[src/verilog/pfs_pkg.sv]
package pfs_pkg;
   localparam logic [11:0] PFS_SEL_OFFSET = 12'h000;
   localparam logic [15:0] PFS_SEL_RESET  = 16'h0000;
   localparam int          PFS_P11_LSB    = 12;
   localparam int          PFS_P10_LSB    = 8;
   localparam int          PFS_P9_LSB     = 4;
   localparam int          PFS_P8_LSB     = 0;
   localparam logic [2:0]  PFS_FLD_RESET  = 3'h0;

   typedef enum logic [2:0] {
      PFS_MD_PORT  = 3'h0,
      PFS_MD_CS    = 3'h1,
      PFS_MD_PROH  = 3'h2,
      PFS_MD_IRQ   = 3'h3,
      PFS_MD_TCAP  = 3'h4,
      PFS_MD_CAN   = 3'h5,
      PFS_MD_UART  = 3'h6,
      PFS_MD_ETH   = 3'h7
   } pfs_mode_t;

   typedef struct packed {
      logic [31:0] paddr;
      logic        psel;
      logic        penable;
      logic        pwrite;
      logic [31:0] pwdata;
   } pfs_apb_req_t;

   typedef struct packed {
      logic [31:0] prdata;
      logic        pready;
      logic        pslverr;
   } pfs_apb_rsp_t;

   typedef struct packed {
      logic [2:0] pin11_function_field;
      logic [2:0] pin10_function_field;
      logic [2:0] pin9_function_field;
      logic [2:0] pin8_function_field;
   } pfs_fields_t;
endpackage : pfs_pkg

[src/verilog/pfs_sel_reg.sv]
`timescale 1ns/10ps
module pfs_sel_reg (
   // Clock and reset.
   input  wire logic                 mclk,
   input  wire logic                 rstn,
   // Register bus.
   input  wire pfs_pkg::pfs_apb_req_t apb_req,
   output pfs_pkg::pfs_apb_rsp_t      apb_rsp,
   // Fields.
   output pfs_pkg::pfs_fields_t       fields
);
   import pfs_pkg::*;

   typedef struct packed {
      pfs_fields_t f;
      logic [31:0] rdata;
   } pfs_reg_state_t;

   pfs_reg_state_t st_ff;
   pfs_reg_state_t nxt_st;
   logic           hit;
   logic [15:0]    img;

   assign hit = (apb_req.paddr[11:0] == PFS_SEL_OFFSET) && (apb_req.paddr[31:12] == 20'h00000);
   assign img = {1'b0, st_ff.f.pin11_function_field, 1'b0, st_ff.f.pin10_function_field,
                 1'b0, st_ff.f.pin9_function_field, 1'b0, st_ff.f.pin8_function_field};

   always_comb begin
      nxt_st = st_ff;
      if (apb_req.psel && !apb_req.penable) begin
         nxt_st.rdata = hit ? {16'h0000, img} : 32'h00000000;
      end
      if (apb_req.psel && apb_req.penable && apb_req.pwrite && hit) begin
         nxt_st.f.pin11_function_field = apb_req.pwdata[PFS_P11_LSB +: 3];
         nxt_st.f.pin10_function_field = apb_req.pwdata[PFS_P10_LSB +: 3];
         nxt_st.f.pin9_function_field  = apb_req.pwdata[PFS_P9_LSB +: 3];
         nxt_st.f.pin8_function_field  = apb_req.pwdata[PFS_P8_LSB +: 3];
      end
   end

   always_ff @(posedge mclk or negedge rstn) begin
      if (!rstn) begin
         st_ff <= '{f: '{PFS_FLD_RESET, PFS_FLD_RESET, PFS_FLD_RESET, PFS_FLD_RESET},
                    rdata: 32'h00000000};
      end else begin
         st_ff <= nxt_st;
      end
   end

   assign apb_rsp.prdata  = st_ff.rdata;
   assign apb_rsp.pready  = 1'b1;
   assign apb_rsp.pslverr = apb_req.psel && apb_req.penable && !hit;
   assign fields          = st_ff.f;
endmodule : pfs_sel_reg

[src/verilog/pfs_top.sv]
`timescale 1ns/10ps
module pfs_top (
   // Clock and reset.
   input  wire logic                  mclk,
   input  wire logic                  rstn,
   // Register bus.
   input  wire pfs_pkg::pfs_apb_req_t apb_req,
   output pfs_pkg::pfs_apb_rsp_t      apb_rsp,
   // Pin 11 pad.
   input  wire logic                  pin11_in,
   output logic                       pin11_out,
   output logic                       pin11_oe,
   // Pin 10 pad.
   input  wire logic                  pin10_in,
   output logic                       pin10_out,
   output logic                       pin10_oe,
   // General port side.
   input  wire logic                  port_pin_11_out,
   input  wire logic                  port_pin_11_oe,
   output logic                       port_pin_11_in,
   input  wire logic                  port_pin_10_out,
   input  wire logic                  port_pin_10_oe,
   output logic                       port_pin_10_in,
   // Peripheral outputs.
   input  wire logic                  chip_select_1,
   input  wire logic                  chip_select_2,
   input  wire logic                  can_transmit,
   input  wire logic                  uart_transmit,
   input  wire logic                  ethernet_transmit_data_bit0,
   // Peripheral inputs.
   output logic                       interrupt_request_1,
   output logic                       interrupt_request_2,
   output logic                       timer_capture_input_v,
   output logic                       timer_capture_input_w,
   output logic                       can_receive,
   output logic                       uart_receive,
   output logic                       ethernet_transmit_enable,
   // Mode fields.
   output pfs_pkg::pfs_fields_t       fields
);
   import pfs_pkg::*;

   // Pad inputs pass three flops; a change counts when stages two and three agree.
   typedef struct packed {
      logic [2:0] s11;
      logic [2:0] s10;
      logic       v11;
      logic       v10;
   } pfs_sync_t;

   pfs_sync_t sy_ff;
   pfs_sync_t nxt_sy;
   pfs_mode_t m11;
   pfs_mode_t m10;

   pfs_sel_reg u_reg (
      .mclk    (mclk),
      .rstn    (rstn),
      .apb_req (apb_req),
      .apb_rsp (apb_rsp),
      .fields  (fields)
   );

   assign m11 = pfs_mode_t'(fields.pin11_function_field);
   assign m10 = pfs_mode_t'(fields.pin10_function_field);

   always_comb begin
      nxt_sy     = sy_ff;
      nxt_sy.s11 = {sy_ff.s11[1:0], pin11_in};
      nxt_sy.s10 = {sy_ff.s10[1:0], pin10_in};
      if (sy_ff.s11[1] == sy_ff.s11[2]) begin
         nxt_sy.v11 = sy_ff.s11[2];
      end
      if (sy_ff.s10[1] == sy_ff.s10[2]) begin
         nxt_sy.v10 = sy_ff.s10[2];
      end
   end

   always_ff @(posedge mclk or negedge rstn) begin
      if (!rstn) begin
         sy_ff <= '0;
      end else begin
         sy_ff <= nxt_sy;
      end
   end

   // Pin 11 routing; an unselected peripheral input rests at its idle level.
   always_comb begin
      pin11_out                = 1'b0;
      pin11_oe                 = 1'b0;
      interrupt_request_1      = 1'b0;
      timer_capture_input_v    = 1'b0;
      can_receive              = 1'b1;
      uart_receive             = 1'b1;
      ethernet_transmit_enable = 1'b0;

      case (m11)
         PFS_MD_PORT: begin
            pin11_out = port_pin_11_out;
            pin11_oe  = port_pin_11_oe;
         end

         PFS_MD_CS: begin
            pin11_out = chip_select_1;
            pin11_oe  = 1'b1;
         end

         PFS_MD_PROH: begin
            pin11_out = 1'b0;
            pin11_oe  = 1'b0;
         end

         PFS_MD_IRQ: begin
            interrupt_request_1 = sy_ff.v11;
         end

         PFS_MD_TCAP: begin
            timer_capture_input_v = sy_ff.v11;
         end

         PFS_MD_CAN: begin
            can_receive = sy_ff.v11;
         end

         PFS_MD_UART: begin
            uart_receive = sy_ff.v11;
         end

         PFS_MD_ETH: begin
            ethernet_transmit_enable = sy_ff.v11;
         end

         default: begin
            pin11_out = 1'b0;
            pin11_oe  = 1'b0;
         end
      endcase
   end

   assign port_pin_11_in = sy_ff.v11;

   // Pin 10 routing; the pad is only driven for the output codes.
   always_comb begin
      pin10_out             = 1'b0;
      pin10_oe              = 1'b0;
      interrupt_request_2   = 1'b0;
      timer_capture_input_w = 1'b0;

      case (m10)
         PFS_MD_PORT: begin
            pin10_out = port_pin_10_out;
            pin10_oe  = port_pin_10_oe;
         end

         PFS_MD_CS: begin
            pin10_out = chip_select_2;
            pin10_oe  = 1'b1;
         end

         PFS_MD_PROH: begin
            pin10_out = 1'b0;
            pin10_oe  = 1'b0;
         end

         PFS_MD_IRQ: begin
            interrupt_request_2 = sy_ff.v10;
         end

         PFS_MD_TCAP: begin
            timer_capture_input_w = sy_ff.v10;
         end

         PFS_MD_CAN: begin
            pin10_out = can_transmit;
            pin10_oe  = 1'b1;
         end

         PFS_MD_UART: begin
            pin10_out = uart_transmit;
            pin10_oe  = 1'b1;
         end

         PFS_MD_ETH: begin
            pin10_out = ethernet_transmit_data_bit0;
            pin10_oe  = 1'b1;
         end

         default: begin
            pin10_out = 1'b0;
            pin10_oe  = 1'b0;
         end
      endcase
   end

   assign port_pin_10_in = sy_ff.v10;
endmodule : pfs_top

[config.mk]
export PLATFORM = sky130hd
export DESIGN_NAME = pfs_top
export DESIGN_NICKNAME = d
export VERILOG_FILES = /design/src/verilog/pfs_pkg.sv /design/src/verilog/pfs_sel_reg.sv /design/src/verilog/pfs_top.sv
export SDC_FILE = /design/constraint.sdc
export NUM_CORES = 1
export LEC_CHECK = 0
export BUFFER_PORTS_ARGS = -buffer_cell sky130_fd_sc_hd__buf_4
export CORE_ASPECT_RATIO = 1.1
export CORE_MARGIN = 4
export CORE_UTILIZATION = 34
export CTS_CLUSTER_DIAMETER = 50
export DETAILED_ROUTE_END_ITERATION = 10
export GPL_TIMING_DRIVEN = 0
export PLACE_DENSITY = 0.77
export SETUP_SLACK_MARGIN = 0.2
export SYNTH_ARGS = -nofsm -noshare
export SYNTH_HDL_FRONTEND = slang
export SYNTH_SLANG_ARGS = --single-unit
export TNS_END_PERCENT = 10
[constraint.sdc]
create_clock -name mclk -period 1.3 [get_ports mclk]
set_input_delay 0.26 -clock mclk [delete_from_list [all_inputs] [get_ports mclk]]
set_output_delay 0.26 -clock mclk [all_outputs]
set_load 0.02 [all_outputs]
; ---- After elaboration in Yosys (flattened, before gate mapping)
; Cells that the tools add are included.
; W data, S select, Z words.
[totals]
regBits = 52
input_bits = 80
out_inout_bits = 59
[op_classes]
n_mux = 12
n_reduce_logical = 13
n_eq_ne = 14
[op_table]
columns = cell, count
row1 = $eq A3 B3 Y1 const B, 8
row2 = $logic_not A20 Y1, 1
row3 = $mux W15, 1
row4 = $logic_not A12 Y1, 1
row5 = $mux W1, 7
row6 = $eq A3 B1 Y1 const B, 2
row7 = $eq A3 B2 Y1 const B, 2
row8 = $logic_and A1 B1 Y1, 6
row9 = $logic_not A3 Y1, 2
row10 = $pmux W1 S2, 3
row11 = $pmux W1 S5, 1
row12 = $reduce_or A4 Y1, 1
row13 = $eq A1 B1 Y1, 2
row14 = $logic_not A1 Y1, 2

; ---- Logic depth before layout (Yosys ltp)
; Gate-level depths: netlist of run 1.
[depth]
depth_word = 4
depth_mapped = 5
ltp_nobuf = 4

; ---- Modules after synthesis
; Synthesis of run 1 repeated with hierarchy kept, for this count alone.
[unflattened]
cells_unflattened = 147
area_unflattened_um2 = 1550.2
[by_module_without_submodules]
columns = mod, area_each_um2, cells_per_inst, instances, seq_area_each_um2
row1 = pfs_sel_reg, 1176.1, 115, 1, 600.6
row2 = pfs_top, 374.1, 32, 1, 200.2

; ---- Least setup slack after synthesis of run 1
; OpenSTA, ideal clock, no wires.
[synth_timing]
path_type = reg2out
start = register u_reg.st_ff, in the netlist u_reg.fields[9]
end = output port timer_capture_input_v
t_arrival_ns = 1.431
path_slack_ns = -0.391
stages_incl_launch_ff = 3
path_cell_list = dfrtp_1 > clkbuf_1 > nor4b_1
[synth_via]
elab_chain_cells = 2
[synth_lines]
columns = element, line
row1 = "start, declared", pfs_sel_reg.sv:19  ; pfs_reg_state_t st_ff;
row2 = "start signal, assigned", pfs_sel_reg.sv:43  ; st_ff <= '{f: '{PFS_FLD_RESET, PFS_FLD_RESET, PFS_FLD_RESET, PFS_FLD_RESET},
row3 = "start signal, assigned", pfs_sel_reg.sv:46  ; st_ff <= nxt_st;
row4 = $eq A3 B3 Y1, pfs_top.sv:97  ; case (m11)
row5 = $mux W1, pfs_top.sv:97
row6 = "end, declared", pfs_top.sv:33  ; output logic timer_capture_input_v,
; No other way between the ends.

; ---- Final worst setup path of run 1
[layout_timing]
start = register u_reg.st_ff, in the netlist u_reg.fields[9]
end = output port uart_receive
[layout_via]
elab_chain_cells = 2
[layout_lines]
columns = element, line
row1 = $eq A3 B3 Y1, pfs_top.sv:97
row2 = $mux W1, pfs_top.sv:97
row3 = "end, declared", pfs_top.sv:36  ; output logic uart_receive,
; No other way between the ends.

==> qor.csv, run 1 <==
metric,value,unit
layout cells sized above 1,0.645,
Max VDD drop,0.000606,V
Worst Slack Setup Final,-0.399,ns
Pleak,0.00148,uW
final clock period utilization by the worst path,1.31,
IO Pins,139,
YS warnings,0,
largest net degree at the start of global routing,33,
DRC,0,
vias in the first global route,1633,
Post-synth ARST share,1.00,
CP peak stage delay,0.47,ns
clock sink count,32,
critical path buffer and inverter count,2,
"commonest non-fill, non-tap cell in the layout",buf_4,
Total GRT Usage,0.184,
NumNets Final,366,
outcome,"complete, but fails checks",
Synth cell types,29,
Critical Path Sink Type,output port,
Initial Utilization,0.357,
post-route minimum period,1.70,ns
Die Span Y,78.8,um
crit path max fanout,4,
worst path required time,1.04,ns
initial antenna violation count,0,
DR vias/cell,4.47,
violated checks,setup timing,
critical path class,reg -> out,
number of setup violations in the final report,27,
post-DR wirelength/cell,15.3,um
Power Dens Cells,735,nW/um2
Die ar.,5700,um2
skew final,0.00459,ns
area growth from synthesis to layout,93.7,%
post-route ant nets,0,
CP arrival,1.44,ns
slowest CP cell,or4b_4,
Synth Cell Area,1550,um2
maximum clock insertion buffer count,2,
Post-DP Area,2460,um2
first-pass GRT wire length,8110,um
grt total ovfl,0,
max-slew violation count,0,
post-route cell area,3000,um2
CP cell instances,buf_8 > or4b_4 > buf_6,
Fillers,346,
WHS,0.0804,ns
CTS Buf Count,5,
Placer Congestion,0.718,
startpoint types,flop,
Post-Route WL,5210,um
number of synthesized flops with an enable pin,0,
Final Hold Viols,0,
die width,72.4,um
Port Buf Inserts,97,
ANT cells,0,
row cnt,25,
# Max-Cap Violations,0,
setup tns final,-5.91,ns
end-of-flow core utilization,0.691,
Core Region,4350,um2
CTS tree,built,
detailed router's first-iteration violation count,41,
number of synthesized register bits,32,
min-delay worst type,in -> reg,
top_reg_cell synth,dfrtp_1,
Skew-Pair Late Insertion Delay,0.28,ns
Mapped Cells,148,
unrepaired setup endpoints after global routing,yes,
cell family with most CP delay,simple AND/OR/NAND/NOR gates,
root buffer cell,clkbuf_8,
achievable frequency,589,MHz
Setup WS pre-CTS,-0.558,ns
DR pass1 iterations,3,
Via Count,1523,
DP HPWL,3510,um
H-tree Lvls,2,
"Reg clk slew, reported paths",0.06,ns
"Avg Cell Area, Syn",10.5,um2
most frequent cells in the layout,"buf_4 (86), buf_6 (46), dfrtp_1 (26), nand2_1 (21), conb_1 (21)",
sequential fraction of the synthesis area,0.517,
==> registers in the layout, indices dropped and copies added (netlist names) <==
name,flops
u_reg.fields,12
port_pin_10_in,1
port_pin_11_in,1
sy_ff,2
nxt_sy,4
u_reg.apb_rsp,12
==> final cells by class <==
type	instances	area, um2	share of cell area
Buffer	27	214	0.0712
Clock buffer	6	82.6	0.0275
Clock inverter	2	10.0	0.00333
Inverter	4	17.5	0.00583
Multi-Input combinational cell	104	787	0.262
Sequential cell	32	808	0.269
Tap cell	54	67.6	0.0225
Timing Repair Buffer	112	1020	0.338
==> repair_timing <==
action | in CTS | in global routing
setup buffers | 13 | 1
hold buffers | 1 | 0
resized for setup | 48 | 44
setup endpoints to repair | 52 | 62
endpoints found under the hold margin | 32 | 0
pin swaps | 14 | 9
==> cells by family (layout without fill, tap and decap cells) <==
family	count (synthesis)	after routing	synth area share
AOI/OAI and AO/OA	18	18	0.0710
DFF	32	32	0.517
other	2	21	0.00484
adders and majority gates	2	2	0.0129
muxes	13	13	0.0936
buffers and inverters	31	151	0.136
and+or+nand+nor	50	50	0.165
==> Yosys cell counts, types with 3 or more instances <==
| master | instances | area [um2] |
|---|---|---|
| and3_1 | 3 | 18.8 |
| buf_4 | 21 | 158 |
| clkbuf_1 | 3 | 11.3 |
| dfrtp_1 | 32 | 801 |
| inv_1 | 4 | 15.0 |
| mux2_2 | 12 | 135 |
| nand2_1 | 21 | 78.8 |
| nor2_1 | 5 | 18.8 |
| nor4_1 | 8 | 50.1 |
| o21ai_0 | 8 | 40.0 |
| o31ai_1 | 4 | 30.0 |
==> power by group <==
group | total (uW) | internal (uW) | switching [uW] | leakage (uW)
sequential | 1020 | 1010 | 11.8 | 0.000419
clock | 789 | 422 | 367 | 0.0000510
combinational | 395 | 215 | 181 | 0.00101
==> metrics by stage <==
stage | power (uW) | cells
2_1_floorplan | 1190 | 167
3_3_place_gp | 1380 | 318
3_5_place_dp | 1390 | 318
4_1_cts | 2210 | 340
5_1_grt | 2310 | 341
6_report | 2210 | 341
==> worst reg2reg max path, stage by stage (launching register included) <==
cell     delay [ns]
dfrtp_2        0.44
buf_6          0.14
buf_6          0.11
mux2_4         0.25
==> worst paths after layout <==
path,startpoint,end,slack (ns),cells past startpoint
hold reg to reg,nxt_sy[3],nxt_sy[4],0.35,0
setup / recovery,u_reg.fields[9],uart_receive,-0.40,3
min in group asynchronous,rstn,u_reg.fields[5],0.46,2
hold / removal,pin11_in,nxt_sy[6],0.08,1
setup reg to reg,u_reg.fields[8],u_reg.fields[8],0.25,3
max in group asynchronous,rstn,u_reg.fields[10],0.52,2
==> metal layers <==
metal,vias up,part of all wire,GRT usage
li1,745,-,-
met1,712,0.36,0.208
met2,57,0.55,0.331
met3,9,0.079,0.0570
met4,0,0.015,0.0554
met5,-,0,0
Power figures use the tool's default switching activity.
==> inputs of run 2 (changes only) <==
Settings changed: PLACE_DENSITY 0.77 to not set, PLACE_DENSITY_LB_ADDON set to 0.15.
==> qor.csv, run 2 (synthesis gave the netlist of run 1 again) <==
metric,value,unit
outcome,"complete, but fails checks",
violated checks,setup timing,
Via Count,1526,
root buffer cell,clkbuf_8,
Power Dens Cells,753,nW/um2
min-delay worst type,in -> reg,
first-pass GRT wire length,7270,um
maximum clock insertion buffer count,2,
# Max-Cap Violations,0,
layer with the highest usage,met2,
DR vias/cell,4.46,
initial antenna violation count,0,
CP arrival,1.44,ns
"Reg clk slew, reported paths",0.07,ns
H-tree Lvls,2,
detailed router's first-iteration violation count,41,
row cnt,25,
Placer Congestion,0.691,
combinational share of power,0.169,
clock sink count,32,
startpoint types,flop,
area growth from synthesis to layout,92.4,%
Port Buf Inserts,97,
Total GRT Usage,0.164,
DR pass1 iterations,4,
crit path max fanout,5,
skew final,0.00529,ns
Core Region,4350,um2
routing usage on met3,0.0759,
switching share of power,0.243,
Post-DP Area,2460,um2
DRC,0,
Post-Route WL,4760,um
final clock period utilization by the worst path,1.31,
unrepaired setup endpoints after global routing,yes,
worst path required time,1.04,ns
achievable frequency,588,MHz
max-slew violation count,0,
number of setup violations in the final report,27,
ANT cells,0,
Seq pwr share,0.456,
met1 usage,0.178,
Pleak,0.00147,uW
Final Non-Filler Cells,342,
post-route minimum period,1.70,ns
Critical Path Sink Type,output port,
Worst Slack Setup Final,-0.401,ns
Final Hold Viols,0,
Die ar.,5700,um2
layout cells sized above 1,0.649,
CP peak stage delay,0.47,ns
Sw Pwr,545,uW
Skew-Pair Late Insertion Delay,0.28,ns
largest net degree at the start of global routing,33,
Clock power frac,0.374,
CP cell instances,buf_8 > or4b_4 > buf_6,
grt total ovfl,0,
most frequent cells in the layout,"buf_4 (95), buf_6 (40), dfrtp_1 (25), nand2_1 (21), conb_1 (21)",
CTS tree,built,
Setup WS pre-CTS,-0.565,ns
cell family with most CP delay,simple AND/OR/NAND/NOR gates,
Max VDD drop,0.000633,V
Initial Utilization,0.357,
post-DR wirelength/cell,13.9,um
die width,72.4,um
P_int,1700,uW
critical path buffer and inverter count,2,
NumNets Final,367,
DP HPWL,3460,um
IO Pins,139,
"Power, Total",2250,uW
vias in the first global route,1561,
critical path class,reg -> out,
setup tns final,-6.24,ns
slowest CP cell,or4b_4,
GR Layer Usage met2,0.281,
"commonest non-fill, non-tap cell in the layout",buf_4,
post-route cell area,2980,um2
Die Span Y,78.8,um
CTS Buf Count,5,
post-route ant nets,0,
Post-Place Cells,318,
[run 2: cell count changes in the layout (fill, tap and decap cells not counted), sizes merged]
cell,before,now
clkbuf,8,10
buf,136,137
clkinv,2,0
[run 2: worst paths after layout]
| check | from | endpoint | slack (ns) | depth (start not counted) |
|---|---|---|---|---|
| min in group asynchronous | rstn | sy_ff[4] | 0.44 | 2 |
| hold reg to reg | nxt_sy[3] | nxt_sy[4] | 0.37 | 0 |
| setup reg to reg | u_reg.fields[9] | u_reg.fields[9] | 0.25 | 3 |
| setup / recovery | u_reg.fields[9] | uart_receive | -0.40 | 3 |
| max in group asynchronous | rstn | u_reg.fields[7] | 0.55 | 2 |
| hold / removal | pin11_in | nxt_sy[6] | 0.08 | 1 |
[run 2: what timing repair did]
action | CTS | global route
endpoints found under the hold margin | 32 | 0
endpoints found under the setup margin | 52 | 61
pin swaps | 8 | 12
buffers inserted | 13 | 2
gates resized for setup | 42 | 38
hold buffers | 1 | 0
[run 2: worst register-to-register path, cell delays in order (launching register included)]
cell     delay (ns)
dfrtp_2        0.42
buf_8          0.13
buf_4          0.15
mux2_2         0.25
[run 2: cell type report]
class / count / area, um2
plain buffers: 27 / 206
clock buffers: 8 / 100
fillers: 353 / 1370
inverters: 4 / 17.5
multi-input cells: 104 / 788
flip-flops and latches: 32 / 810
well taps: 54 / 67.6
repair buffers: 113 / 993
[run 2: power by group through the flow]
stage          registers (uW)  clock network [uW]  logic (uW)
6_report                 1030                 841         380
5_1_grt                  1030                 921         410
4_1_cts                  1020                 867         360
3_5_place_dp             1040                   0         341
3_3_place_gp             1040                   0         338
2_1_floorplan            1050                   0         145
[run 2: routing by layer]
metal,up-vias,part of all wire,routed length (um)
met3,13,0.10,478
met2,64,0.52,2470
met5,-,0,0
met4,0,0.022,103
li1,750,-,-
met1,699,0.36,1700
[run 2: stage by stage]
stage / hold slack [ns] / utilization
after global routing: 0.0680 / 0.686
after global placement: 0.222 / 0.567
final: 0.0793 / 0.686
after floorplan: -0.0356 / -
after CTS: 0.0726 / 0.647
after detailed placement: 0.221 / 0.567
